--- config.mk ---
export PLATFORM = sky130hd
export DESIGN_NAME = nfhc_flash_host
export DESIGN_NICKNAME = d
export VERILOG_FILES = /design/src/design/nfhc_pkg.sv /design/src/design/nfhc_bus_cycle.sv /design/src/design/nfhc_flash_host.sv
export VERILOG_INCLUDE_DIRS = /design/src /design/src/design
export SDC_FILE = /design/constraint.sdc
export NUM_CORES = 1
export LEC_CHECK = 0
export ABC_AREA = 1
export BUFFER_PORTS_ARGS = -buffer_cell sky130_fd_sc_hd__buf_4
export CAP_MARGIN = 20
export CORE_ASPECT_RATIO = 0.75
export CORE_UTILIZATION = 28
export DETAILED_ROUTE_END_ITERATION = 6
export PLACE_DENSITY = 0.46
export SYNTH_ARGS = -nofsm -noshare
export SYNTH_HDL_FRONTEND = slang
export SYNTH_SLANG_ARGS = --single-unit
--- constraint.sdc ---
create_clock -name clk -period 7.75 [get_ports clk]
set_clock_uncertainty 0.1 [all_clocks]
set_input_delay 0.775 -clock clk [delete_from_list [all_inputs] [get_ports clk]]
set_output_delay 0.775 -clock clk [all_outputs]
set_load 0.03 [all_outputs]
--- src/design/nfhc_cfg.svh ---
// Constants of the NOR flash host controller: unlock addresses, command
// codes, limits and bus timing. Included by the package and both modules.
`ifndef NFHC_CFG_SVH
`define NFHC_CFG_SVH
`define NFHC_ADDR_W 24
`define NFHC_DATA_W 16
// Unlock addresses per bus width
`define NFHC_U1_X16 24'h00_0555
`define NFHC_U2_X16 24'h00_02AA
`define NFHC_U1_X8 24'h00_0AAA
`define NFHC_U2_X8 24'h00_0555
// Command codes
`define NFHC_C_UNLK1 8'hAA
`define NFHC_C_UNLK2 8'h55
`define NFHC_C_RESET 8'hF0
`define NFHC_C_CFI 8'h98
`define NFHC_C_ASEL 8'h90
`define NFHC_C_BYP 8'h20
`define NFHC_C_BYPX0 8'h90
`define NFHC_C_BYPX1 8'h00
`define NFHC_C_PROG 8'hA0
`define NFHC_C_BUF 8'h25
`define NFHC_C_CONF 8'h29
`define NFHC_C_ERASE 8'h80
`define NFHC_C_CHIP 8'h10
`define NFHC_C_BLOCK 8'h30
`define NFHC_C_SUSP 8'hB0
`define NFHC_C_RESUME 8'h30
`define NFHC_C_EXT 8'hEB
`define NFHC_C_BLANK 8'h76
`define NFHC_C_ZERO 8'h00
// Buffer count limits (units minus one) and in-page address masks
`define NFHC_BUF_MAX_X8 9'h0FF
`define NFHC_BUF_MAX_X16 9'h1FF
`define NFHC_PAGE_MASK_X8 24'h00_00FF
`define NFHC_PAGE_MASK_X16 24'h00_01FF
// Status bit that reports a buffered program abort
`define NFHC_ABORT_BIT 1
// Bus timing in ns
`define NFHC_CLK_NS 10
`define NFHC_T_SETUP_NS 20
`define NFHC_T_WP_NS 40
`define NFHC_T_HOLD_NS 20
`define NFHC_T_ACC_NS 80
`endif

--- src/design/nfhc_pkg.sv ---
// Types of the NOR flash host controller: commands, modes, carriers.
// Widths come from nfhc_cfg.svh.
`include "nfhc_cfg.svh"
package nfhc_pkg;
  typedef enum logic [3:0] {
    NFHC_RESET = 4'h0,
    NFHC_CFI = 4'h1,
    NFHC_ASEL = 4'h2,
    NFHC_BYP_ENTER = 4'h3,
    NFHC_BYP_EXIT = 4'h4,
    NFHC_PROGRAM = 4'h5,
    NFHC_BUF_PROG = 4'h6,
    NFHC_CHIP_ERASE = 4'h7,
    NFHC_BLOCK_ERASE = 4'h8,
    NFHC_ERASE_MORE = 4'h9,
    NFHC_SUSPEND = 4'hA,
    NFHC_RESUME = 4'hB,
    NFHC_BLANK = 4'hC,
    NFHC_READ = 4'hD
  } nfhc_cmd_e;
  // Device mode as the host believes it to be
  typedef enum logic [1:0] {
    NFHC_M_ARRAY = 2'b00,
    NFHC_M_ASEL = 2'b01,
    NFHC_M_CFI = 2'b10
  } nfhc_mode_e;
  typedef struct packed {
    nfhc_cmd_e cmd;
    logic [`NFHC_ADDR_W-1:0] addr;
    logic [`NFHC_DATA_W-1:0] data;
    logic [8:0] count;
  } nfhc_req_s;
  typedef struct packed {
    logic rd;
    logic [`NFHC_ADDR_W-1:0] addr;
    logic [`NFHC_DATA_W-1:0] data;
  } nfhc_cyc_s;
  typedef struct packed {
    logic ce_n;
    logic oe_n;
    logic we_n;
    logic [`NFHC_ADDR_W-1:0] addr;
    logic [`NFHC_DATA_W-1:0] dq_out;
    logic dq_oe;
  } nfhc_pins_s;
endpackage

--- src/design/nfhc_bus_cycle.sv ---
// One asynchronous flash bus cycle, read or write, timed in clk cycles.
// Assumes dq_in comes from the pins, outside the clock domain.
`timescale 1ns/100ps
`default_nettype none
`include "nfhc_cfg.svh"
module nfhc_bus_cycle #(
  parameter int SETUP_CYC = (`NFHC_T_SETUP_NS + `NFHC_CLK_NS - 1) / `NFHC_CLK_NS,
  parameter int WP_CYC = (`NFHC_T_WP_NS + `NFHC_CLK_NS - 1) / `NFHC_CLK_NS,
  parameter int HOLD_CYC = (`NFHC_T_HOLD_NS + `NFHC_CLK_NS - 1) / `NFHC_CLK_NS,
  parameter int ACC_CYC = (`NFHC_T_ACC_NS + `NFHC_CLK_NS - 1) / `NFHC_CLK_NS
)(
  input wire logic clk,
  input wire logic reset,
  input wire logic start,
  input wire nfhc_pkg::nfhc_cyc_s req,
  input wire logic [`NFHC_DATA_W-1:0] dq_in,
  output nfhc_pkg::nfhc_pins_s pins,
  output logic done,
  output logic [`NFHC_DATA_W-1:0] rdata
);
  import nfhc_pkg::*;

  typedef enum logic [1:0] {
    NFHC_P_IDLE = 2'b00,
    NFHC_P_SETUP = 2'b01,
    NFHC_P_ACT = 2'b10,
    NFHC_P_HOLD = 2'b11
  } nfhc_phase_e;

  typedef struct packed {
    nfhc_phase_e phase;
    logic [3:0] cnt;
    logic rd;
    nfhc_pins_s pins;
    logic done;
    logic [`NFHC_DATA_W-1:0] rdata;
    logic [`NFHC_DATA_W-1:0] sync1;
    logic [`NFHC_DATA_W-1:0] sync2;
  } nfhc_cyc_state_s;

  // Read strobe covers access time plus the two synchroniser stages
  localparam int RD_CYC = ACC_CYC + 2;

  // Phase counters are four bits wide, so every phase must fit 1..16 cycles
  if (SETUP_CYC < 1 || WP_CYC < 1 || HOLD_CYC < 1 || SETUP_CYC > 16
      || HOLD_CYC > 16 || RD_CYC > 16 || WP_CYC > 16)
  begin : g_bad_timing
    $error("nfhc_bus_cycle: timing counts outside 1..16");
  end

  nfhc_cyc_state_s s_reg;
  nfhc_cyc_state_s s_next;

  assign pins = s_reg.pins;
  assign done = s_reg.done;
  assign rdata = s_reg.rdata;

  // Phase sequencing; each phase lasts its count of cycles
  always_comb
  begin
    s_next = s_reg;
    s_next.done = 1'b0;
    s_next.sync1 = dq_in;
    s_next.sync2 = s_reg.sync1;
    if (s_reg.cnt != 4'h0)
    begin
      s_next.cnt = s_reg.cnt - 4'h1;
    end
    unique case (s_reg.phase)
      NFHC_P_IDLE:
      begin
        if (start)
        begin
          s_next.phase = NFHC_P_SETUP;
          s_next.cnt = 4'(SETUP_CYC - 1);
          s_next.rd = req.rd;
          s_next.pins.ce_n = 1'b0;
          s_next.pins.addr = req.addr;
          s_next.pins.dq_out = req.data;
          s_next.pins.dq_oe = ~req.rd; // Never fight the device on reads
        end
      end
      NFHC_P_SETUP:
      begin
        if (s_reg.cnt == 4'h0)
        begin
          s_next.phase = NFHC_P_ACT;
          s_next.cnt = s_reg.rd ? 4'(RD_CYC - 1) : 4'(WP_CYC - 1);
          s_next.pins.oe_n = ~s_reg.rd;
          s_next.pins.we_n = s_reg.rd;
        end
      end
      NFHC_P_ACT:
      begin
        if (s_reg.cnt == 4'h0)
        begin
          s_next.phase = NFHC_P_HOLD;
          s_next.cnt = 4'(HOLD_CYC - 1);
          s_next.pins.oe_n = 1'b1;
          s_next.pins.we_n = 1'b1; // Rising edge latches the write
          if (s_reg.rd)
          begin
            s_next.rdata = s_reg.sync2;
          end
        end
      end
      NFHC_P_HOLD:
      begin
        if (s_reg.cnt == 4'h0)
        begin
          s_next.phase = NFHC_P_IDLE;
          s_next.pins.ce_n = 1'b1;
          s_next.pins.dq_oe = 1'b0;
          s_next.done = 1'b1;
        end
      end
    endcase
  end

  // State register
  always_ff @(posedge clk or posedge reset)
  begin
    if (reset)
    begin
      s_reg <= '{phase: NFHC_P_IDLE, cnt: 4'h0, rd: 1'b0,
        pins: '{ce_n: 1'b1, oe_n: 1'b1, we_n: 1'b1, addr: '0, dq_out: '0, dq_oe: 1'b0},
        done: 1'b0, rdata: '0, sync1: '0, sync2: '0};
    end
    else
    begin
      s_reg <= s_next;
    end
  end
endmodule
`default_nettype wire

--- src/design/nfhc_flash_host.sv ---
// Host controller for an asynchronous parallel NOR flash: turns user
// commands into the flash's write-cycle sequences and tracks its modes.
// Assumes x16_mode and user ports are on clk; flash pins are external.
//
// Behaviour
// - Chip erase: unlock, unlock, 80, unlock, unlock, 10 at unlock addresses.
// - Block erase ends with 30 at block address; more 30s queue blocks.
// - In bypass, erase and program skip the unlock cycles.
// - After a buffered program abort, reset uses the three-cycle form.
// - Buffered program at most 261/517 cycles, 259/515 in bypass.
// - Written count is units minus one; buffer 256 bytes or 512 words.
// - Host keeps upper address bits fixed during buffered program.
// - Confirm address equals the block address of cycles three and four.
// - Only the two-write bypass reset leaves bypass; F0 does not.
// - Auto select: unlock, unlock, 90 at first unlock address.
`timescale 1ns/100ps
`default_nettype none
`include "nfhc_cfg.svh"
module nfhc_flash_host (
  input wire logic clk,
  input wire logic reset,
  input wire logic x16_mode,
  input wire logic cmd_valid,
  input wire nfhc_pkg::nfhc_req_s cmd_req,
  output logic cmd_ready,
  output logic cmd_done,
  output logic cmd_refused,
  output logic [`NFHC_DATA_W-1:0] rd_data,
  output logic buf_req,
  input wire logic buf_valid,
  input wire logic [`NFHC_ADDR_W-1:0] buf_addr,
  input wire logic [`NFHC_DATA_W-1:0] buf_data,
  output logic bypass_active,
  output logic suspended,
  output logic abort_pending,
  output nfhc_pkg::nfhc_mode_e dev_mode,
  output nfhc_pkg::nfhc_pins_s flash_pins,
  input wire logic [`NFHC_DATA_W-1:0] flash_dq_in
);
  import nfhc_pkg::*;

  typedef enum logic [2:0] {
    NFHC_S_IDLE = 3'b000,
    NFHC_S_ISSUE = 3'b001,
    NFHC_S_WAIT = 3'b010,
    NFHC_S_BDATA = 3'b011,
    NFHC_S_BWAIT = 3'b100
  } nfhc_state_e;

  typedef struct packed {
    nfhc_state_e st;
    nfhc_req_s req;
    logic [2:0] idx;
    logic [8:0] left;
    logic long_rst;
    logic bypass;
    logic susp;
    nfhc_mode_e mode;
    logic abort_pend;
    logic last_buf;
    logic cyc_start;
    nfhc_cyc_s cyc;
    logic ready;
    logic done;
    logic refused;
    logic [`NFHC_DATA_W-1:0] rdata;
    logic breq;
  } nfhc_host_state_s;

  nfhc_host_state_s s_reg;
  nfhc_host_state_s s_next;
  logic cyc_done;
  logic [`NFHC_DATA_W-1:0] cyc_rdata;

  // Outputs are fields of the state register
  assign cmd_ready = s_reg.ready;
  assign cmd_done = s_reg.done;
  assign cmd_refused = s_reg.refused;
  assign rd_data = s_reg.rdata;
  assign buf_req = s_reg.breq;
  assign bypass_active = s_reg.bypass;
  assign suspended = s_reg.susp;
  assign abort_pending = s_reg.abort_pend;
  assign dev_mode = s_reg.mode;

  // Last step index of each command's write sequence
  function automatic logic [2:0] last_idx(input nfhc_cmd_e c);
    unique case (c)
      NFHC_BYP_EXIT, NFHC_PROGRAM: last_idx = 3'd3;
      NFHC_BUF_PROG: last_idx = 3'd4;
      NFHC_CHIP_ERASE, NFHC_BLOCK_ERASE: last_idx = 3'd5;
      NFHC_BLANK: last_idx = 3'd6;
      default: last_idx = 3'd2;
    endcase
  endfunction

  // Commands whose unlock cycles bypass mode drops
  function automatic logic bypassable(input nfhc_cmd_e c);
    bypassable = (c == NFHC_PROGRAM) || (c == NFHC_BUF_PROG)
      || (c == NFHC_CHIP_ERASE) || (c == NFHC_BLOCK_ERASE);
  endfunction

  // Address and data of step i; steps 0 and 1 are the shared unlocks
  function automatic nfhc_cyc_s step_of(input nfhc_req_s r, input logic [2:0] i,
                                        input logic x16);
    logic [`NFHC_ADDR_W-1:0] u1;
    logic [`NFHC_ADDR_W-1:0] u2;
    logic [7:0] code;
    nfhc_cyc_s c;
    u1 = x16 ? `NFHC_U1_X16 : `NFHC_U1_X8;
    u2 = x16 ? `NFHC_U2_X16 : `NFHC_U2_X8;
    code = `NFHC_C_ZERO;
    c = '{rd: 1'b0, addr: u1, data: '0};
    if (i == 3'd0)
    begin
      code = `NFHC_C_UNLK1;
    end
    else if (i == 3'd1)
    begin
      c.addr = u2;
      code = `NFHC_C_UNLK2;
    end
    else
    begin
      unique case (r.cmd)
        NFHC_RESET: code = `NFHC_C_RESET;
        NFHC_CFI: code = `NFHC_C_CFI;
        NFHC_ASEL: code = `NFHC_C_ASEL;
        NFHC_BYP_ENTER: code = `NFHC_C_BYP;
        NFHC_BYP_EXIT: code = (i == 3'd2) ? `NFHC_C_BYPX0 : `NFHC_C_BYPX1;
        NFHC_SUSPEND: code = `NFHC_C_SUSP;
        NFHC_RESUME: code = `NFHC_C_RESUME;
        NFHC_PROGRAM:
        begin
          code = `NFHC_C_PROG;
          if (i == 3'd3)
          begin
            c.addr = r.addr;
            c.data = r.data;
          end
        end
        NFHC_BUF_PROG:
        begin
          c.addr = r.addr;
          code = (i == 3'd2) ? `NFHC_C_BUF : `NFHC_C_CONF;
          if (i == 3'd3)
          begin
            c.data = {7'h00, r.count};
          end
        end
        NFHC_CHIP_ERASE, NFHC_BLOCK_ERASE:
        begin
          unique case (i)
            3'd2: code = `NFHC_C_ERASE;
            3'd3: code = `NFHC_C_UNLK1;
            3'd4:
            begin
              c.addr = u2;
              code = `NFHC_C_UNLK2;
            end
            default:
            begin
              if (r.cmd == NFHC_BLOCK_ERASE)
              begin
                c.addr = r.addr;
                code = `NFHC_C_BLOCK;
              end
              else
              begin
                code = `NFHC_C_CHIP;
              end
            end
          endcase
        end
        NFHC_ERASE_MORE:
        begin
          c.addr = r.addr;
          code = `NFHC_C_BLOCK;
        end
        NFHC_BLANK:
        begin
          c.addr = r.addr;
          unique case (i)
            3'd2: code = `NFHC_C_EXT;
            3'd3: code = `NFHC_C_BLANK;
            3'd6: code = `NFHC_C_CONF;
            default: code = `NFHC_C_ZERO;
          endcase
        end
        NFHC_READ:
        begin
          c.rd = 1'b1;
          c.addr = r.addr;
        end
        default: code = `NFHC_C_ZERO;
      endcase
    end
    if (!c.rd && !(r.cmd == NFHC_PROGRAM && i == 3'd3) && !(r.cmd == NFHC_BUF_PROG && i == 3'd3))
    begin
      c.data = {8'h00, code};
    end
    step_of = c;
  endfunction

  // Refusal checks against the host's view of the device
  function automatic logic refuse(input nfhc_req_s r, input nfhc_host_state_s s,
                                  input logic x16);
    logic prog_class;
    prog_class = bypassable(r.cmd) || (r.cmd == NFHC_BLANK)
      || (r.cmd == NFHC_ERASE_MORE);
    unique case (r.cmd)
      NFHC_CFI: refuse = (s.mode == NFHC_M_CFI) || s.bypass;
      NFHC_BYP_ENTER: refuse = s.bypass || (s.mode != NFHC_M_ARRAY);
      NFHC_BYP_EXIT: refuse = !s.bypass;
      NFHC_ASEL: refuse = s.bypass || (s.mode == NFHC_M_CFI);
      NFHC_BUF_PROG: refuse = (s.mode != NFHC_M_ARRAY) || s.abort_pend
        || (r.count > (x16 ? `NFHC_BUF_MAX_X16 : `NFHC_BUF_MAX_X8));
      default: refuse = prog_class && ((s.mode != NFHC_M_ARRAY) || s.abort_pend);
    endcase
  endfunction

  // Command sequencer and mode tracking
  always_comb
  begin
    logic [`NFHC_ADDR_W-1:0] mask;
    mask = x16_mode ? `NFHC_PAGE_MASK_X16 : `NFHC_PAGE_MASK_X8;
    s_next = s_reg;
    s_next.cyc_start = 1'b0;
    s_next.done = 1'b0;
    s_next.refused = 1'b0;
    unique case (s_reg.st)
      NFHC_S_IDLE:
      begin
        if (cmd_valid && s_reg.ready)
        begin
          if (refuse(cmd_req, s_reg, x16_mode))
          begin
            s_next.refused = 1'b1;
          end
          else
          begin
            s_next.req = cmd_req;
            s_next.ready = 1'b0;
            s_next.st = NFHC_S_ISSUE;
            s_next.long_rst = s_reg.abort_pend;
            // Single-write commands and bypass forms start past the unlocks
            if (cmd_req.cmd == NFHC_RESET)
            begin
              s_next.idx = s_reg.abort_pend ? 3'd0 : 3'd2;
            end
            else if (cmd_req.cmd == NFHC_ASEL || cmd_req.cmd == NFHC_BYP_ENTER
                     || cmd_req.cmd == NFHC_BLANK)
            begin
              s_next.idx = 3'd0;
            end
            else if (bypassable(cmd_req.cmd))
            begin
              s_next.idx = s_reg.bypass ? 3'd2 : 3'd0;
            end
            else
            begin
              s_next.idx = 3'd2;
            end
          end
        end
      end
      NFHC_S_ISSUE:
      begin
        s_next.cyc = step_of(s_reg.req, s_reg.idx, x16_mode);
        s_next.cyc_start = 1'b1;
        s_next.st = NFHC_S_WAIT;
      end
      NFHC_S_WAIT:
      begin
        if (cyc_done)
        begin
          if (s_reg.cyc.rd)
          begin
            s_next.rdata = cyc_rdata;
            if (s_reg.last_buf && cyc_rdata[`NFHC_ABORT_BIT])
            begin
              s_next.abort_pend = 1'b1;
            end
          end
          if (s_reg.req.cmd == NFHC_BUF_PROG && s_reg.idx == 3'd3)
          begin
            s_next.left = s_reg.req.count;
            s_next.breq = 1'b1;
            s_next.st = NFHC_S_BDATA;
          end
          else if (s_reg.idx == last_idx(s_reg.req.cmd))
          begin
            s_next.st = NFHC_S_IDLE;
            s_next.ready = 1'b1;
            s_next.done = 1'b1;
            unique case (s_reg.req.cmd)
              NFHC_RESET:
              begin
                s_next.mode = NFHC_M_ARRAY;
                if (s_reg.long_rst)
                begin
                  s_next.abort_pend = 1'b0;
                end
              end
              NFHC_CFI: s_next.mode = NFHC_M_CFI;
              NFHC_ASEL: s_next.mode = NFHC_M_ASEL;
              NFHC_BYP_ENTER: s_next.bypass = 1'b1;
              NFHC_BYP_EXIT: s_next.bypass = 1'b0;
              NFHC_SUSPEND: s_next.susp = 1'b1;
              NFHC_RESUME: s_next.susp = 1'b0;
              default: s_next.mode = s_reg.mode;
            endcase
            if (s_reg.req.cmd != NFHC_READ)
            begin
              s_next.last_buf = (s_reg.req.cmd == NFHC_BUF_PROG);
            end
          end
          else if (s_reg.bypass && s_reg.idx == 3'd2
                   && (s_reg.req.cmd == NFHC_CHIP_ERASE
                       || s_reg.req.cmd == NFHC_BLOCK_ERASE))
          begin
            s_next.idx = 3'd5;
            s_next.st = NFHC_S_ISSUE;
          end
          else
          begin
            s_next.idx = s_reg.idx + 3'd1;
            s_next.st = NFHC_S_ISSUE;
          end
        end
      end
      NFHC_S_BDATA:
      begin
        // Upper bits forced from the block address so the page cannot move
        if (buf_valid && s_reg.breq)
        begin
          s_next.breq = 1'b0;
          s_next.cyc.rd = 1'b0;
          s_next.cyc.addr = (s_reg.req.addr & ~mask) | (buf_addr & mask);
          s_next.cyc.data = buf_data;
          s_next.cyc_start = 1'b1;
          s_next.st = NFHC_S_BWAIT;
        end
      end
      NFHC_S_BWAIT:
      begin
        if (cyc_done)
        begin
          if (s_reg.left == 9'h000)
          begin
            s_next.idx = 3'd4;
            s_next.st = NFHC_S_ISSUE;
          end
          else
          begin
            s_next.left = s_reg.left - 9'h001;
            s_next.breq = 1'b1;
            s_next.st = NFHC_S_BDATA;
          end
        end
      end
      default:
      begin
        s_next.st = NFHC_S_IDLE;
        s_next.ready = 1'b1;
      end
    endcase
  end

  // State register; the flash is assumed in read array after reset
  always_ff @(posedge clk or posedge reset)
  begin
    if (reset)
    begin
      s_reg <= '{st: NFHC_S_IDLE, req: '0, idx: 3'd0, left: 9'h000, long_rst: 1'b0,
        bypass: 1'b0, susp: 1'b0, mode: NFHC_M_ARRAY, abort_pend: 1'b0,
        last_buf: 1'b0, cyc_start: 1'b0, cyc: '0, ready: 1'b1, done: 1'b0,
        refused: 1'b0, rdata: '0, breq: 1'b0};
    end
    else
    begin
      s_reg <= s_next;
    end
  end

  // Pin-level cycle engine
  nfhc_bus_cycle u_cycle (
    .clk(clk),
    .reset(reset),
    .start(s_reg.cyc_start),
    .req(s_reg.cyc),
    .dq_in(flash_dq_in),
    .pins(flash_pins),
    .done(cyc_done),
    .rdata(cyc_rdata)
  );
endmodule
`default_nettype wire

==> flow_metrics.py <==
metrics = {
    "global_route": {
        "first_global_vias": 8788,
        "grt_overflow": 0,
        "met3_usage": 0.02620,
        "grtUsageTotal": 0.1540,
        "grt_max_degree": 110,
        "gr-usage-met1": 0.2289,
        "antenna_found_initial": 1,
        "top_usage_layer": "met2",
        "met2_usage": 0.2328,
        "grt_pass1_wl_um": 50350,
    },
    "synthesis": {
        "ys_ff_latch": 237,
        "synth_top_family_by_area": "simple AND/OR/NAND/NOR gates",
        "synth_top_area_cell": "dfrtp_1",
        "ys_top_cells_by_count": "342 x nand2_1, 233 x dfrtp_1, 136 x inv_1, 119 x o21ai_0, 99 x nand3_1",
        "yosys.area_share.adder": 0.01428,
        "synth.top_cells.by_area": "dfrtp_1 51%, nand2_1 11%, o21ai_0 5.2%",
        "synth_xor_area_frac": 0.003076,
        "synth.avg_cell_area_um2": 8.543,
        "synth_simple_gate_area_frac": 0.2165,
        "yosysMostFrequentCell": "nand2_1",
        "yosysWarnings": 0,
        "ys_types": 43,
        "synth-edff-count": 0,
        "synth_compound_area_frac": 0.1057,
        "synth_flop_cell": "dfrtp_1",
        "syn_nets": 1460,
        "yosys.area.top_type_share": 0.5120,
        "synthesis.area_um2": 11390,
        "synthMuxAreaShare": 0.03164,
        "synth_seq_area_share": 0.5212,
        "synth-async-reset-ratio": 1.000,
        "syn_inst": 1333,
    },
    "sta": {
        "drv_slew": 0,
        "fmax_mhz": 314.9,
        "tns_ns": 0,
        "holdWs_ns": 0.2377,
        "fin_crit_sh": 0.4098,
        "slew_headroom": 0.3862,
        "hold_viol_final": 0,
        "finalSetupViolCount": 0,
        "tightest_slew_ns": 0.9208,
        "rsz0062_at_grt": "false",
        "fin_crit_ns": 3.176,
    },
    "route": {
        "drc": 0,
        "dr.first_iter.drc_count": 539,
        "wl_per_cell_um": 16.10,
        "drt_pass1_iterations": 5,
        "via_count": 8997,
        "postRouteAntennaNets": 0,
        "routed_wl_um": 31840,
        "viasPerCell": 4.549,
    },
    "floorplan": {
        "die_w_um": 234.9,
        "dieArea_um2": 41490,
        "rows": 63,
        "die_h_um": 176.7,
        "io-pin-count": 183,
        "start_util": 0.2861,
        "coreArea_um2": 39810,
    },
    "worst_setup_path": {
        "ff2ff_setup_slack_ns": 4.57,
        "worst-path-max-fanout": 14,
        "arrival_ns": 3.52,
        "cp.required_ns": 8.10,
        "criticalPathCategory": "register to register",
        "end_kind": "register",
        "startpoint_type": "register",
        "rr_startpoint": "s_reg[78]",
        "worstReg2RegEnd": "s_reg[48]",
        "rr_worst_depth": 9,
    },
    "power_and_ir_drop": {
        "switchingPower_w": 0.001997,
        "pwr-share-seq": 0.380,
        "p_leak_nw": 6.798,
        "p_sw_frac": 0.3939,
        "clock_power_share": 0.250,
        "power_density_nw_per_um2": 371.8,
        "ir_worst_vdd_mv": 0.1501,
        "power_frac_comb": 0.370,
        "p_int_w": 0.003073,
    },
    "finish": {
        "largest_register_ffs": 112,
        "area_growth_pct": 19.76,
        "finish.utilization": 0.3426,
        "layout-drive-gt1-share": 0.2060,
        "num-nets-final": 1563,
    },
    "clock_network": {
        "cts.sinks": 237,
        "cts-root-buf": "clkbuf_16",
        "insertion_delay_ns": 0.54,
        "ctsResizeCount": 0,
        "path_clk_slew_ns": 0.06,
        "cts_setup_buffers": 0,
        "clockBufferDepth": 3,
        "cts_made_buffers": 26,
        "htreeDepth": 1,
        "cts_tree": "yes",
        "cts_hold_buffers": 0,
    },
    "worst_hold_path": {
        "worstHoldStart": "flash_dq_in[2]",
        "min_path_cells": 1,
        "hold_path_class": "input pin to register",
        "hold_end": "u_cycle.s_next[2]",
    },
    "place": {
        "dpl.hpwl_um": 22570,
        "io_buffers": 167,
        "place.gp.congestion": 0.8400,
    },
    "run_status": {
        "outcome": "finished, final reports clean",
    },
    "run": {
        "max_cap_violations": 0,
    },
}
-- final cells by class --
| class | instances | area, um2 |
|---|---|---|
| well taps | 520 | 650.6 |
| clock buffers | 34 | 730.7 |
| flip-flops and latches | 237 | 5936 |
| diodes | 2 | 5.005 |
| multi-input cells | 847 | 4243 |
| inverters | 147 | 560.5 |
| clock inverters | 14 | 145.1 |
| fillers | 4180 | 26170 |
| repair buffers | 177 | 1369 |
-- how the worst max path moves through the flow --
stage               endpoint       from  cells after the start
6_report           s_reg[48]  s_reg[78]                      9
3_3_place_gp      s_reg[134]   x16_mode                     14
5_1_grt            s_reg[55]  s_reg[78]                      9
3_5_place_dp      s_reg[134]   x16_mode                     14
2_1_floorplan  abort_pending      reset                      1
4_1_cts            s_reg[58]  s_reg[78]                      9
-- metrics by stage --
stage / setup WS, ns / power [W] / instances / cell area, um2
2_1_floorplan: 0.3786 / 0.003368 / 1333 / 11390
3_3_place_gp: 4.044 / 0.003803 / 1926 / 12700
3_5_place_dp: 4.058 / 0.003830 / 1927 / 12730
4_1_cts: 4.581 / 0.005135 / 1975 / 13610
5_1_grt: 4.329 / 0.005471 / 1976 / 13630
6_report: 4.574 / 0.005071 / 1978 / 13640
-- power by group through the flow --
stage               Clock [W]  Sequential [W]  Combinational, W
floorplan                   0         0.00187           0.00149
detailed placement          0         0.00195           0.00188
global placement            0         0.00195           0.00186
CTS                   0.00132         0.00193           0.00189
finish                0.00127         0.00193           0.00188
global route          0.00137         0.00199           0.00212
-- per-layer routing --
layer	wire, um	up-vias
li1	-	4448
met1	16240	4329
met2	13630	188
met3	1367	32
met4	601	0
met5	0	-
-- placed cells by master (no fill, tap or decap), types with 5 or more instances in the layout --
cell / n
nand2_1: 341
dfrtp_1: 233
buf_4: 175
inv_1: 135
o21ai_0: 119
nand3_1: 99
nor2_1: 93
a21oi_1: 52
mux2_2: 32
clkbuf_16: 26
ha_1: 13
nand2_2: 11
o22ai_1: 10
o211ai_1: 9
o221ai_1: 9
nor2_4: 8
o21ai_1: 8
nand4_1: 7
clkinv_2: 7
inv_2: 6
nor2_2: 6
a31oi_1: 5
clkbuf_8: 5
-- cell families (layout without fill, tap and decap cells) --
family,after synthesis,count (layout)
xor gates and xnor gates,4,4
DFF,237,237
adders and majority gates,13,13
muxes,32,32
AOI/OAI and AO/OA,220,220
other,0,2
buffers and inverters,249,372
and+or+nand+nor,578,578
-- worst max-delay path, cell delays in order, from the launching register on --
cell	delay [ns]
dfrtp_1	0.46
ha_1	0.25
ha_1	0.29
clkinv_1	0.24
nand2_1	0.17
nor2_2	0.49
a211oi_2	0.20
o21ai_2	0.60
nand3_1	0.14
o21ai_1	0.11
(Power assumes the default switching activity.)
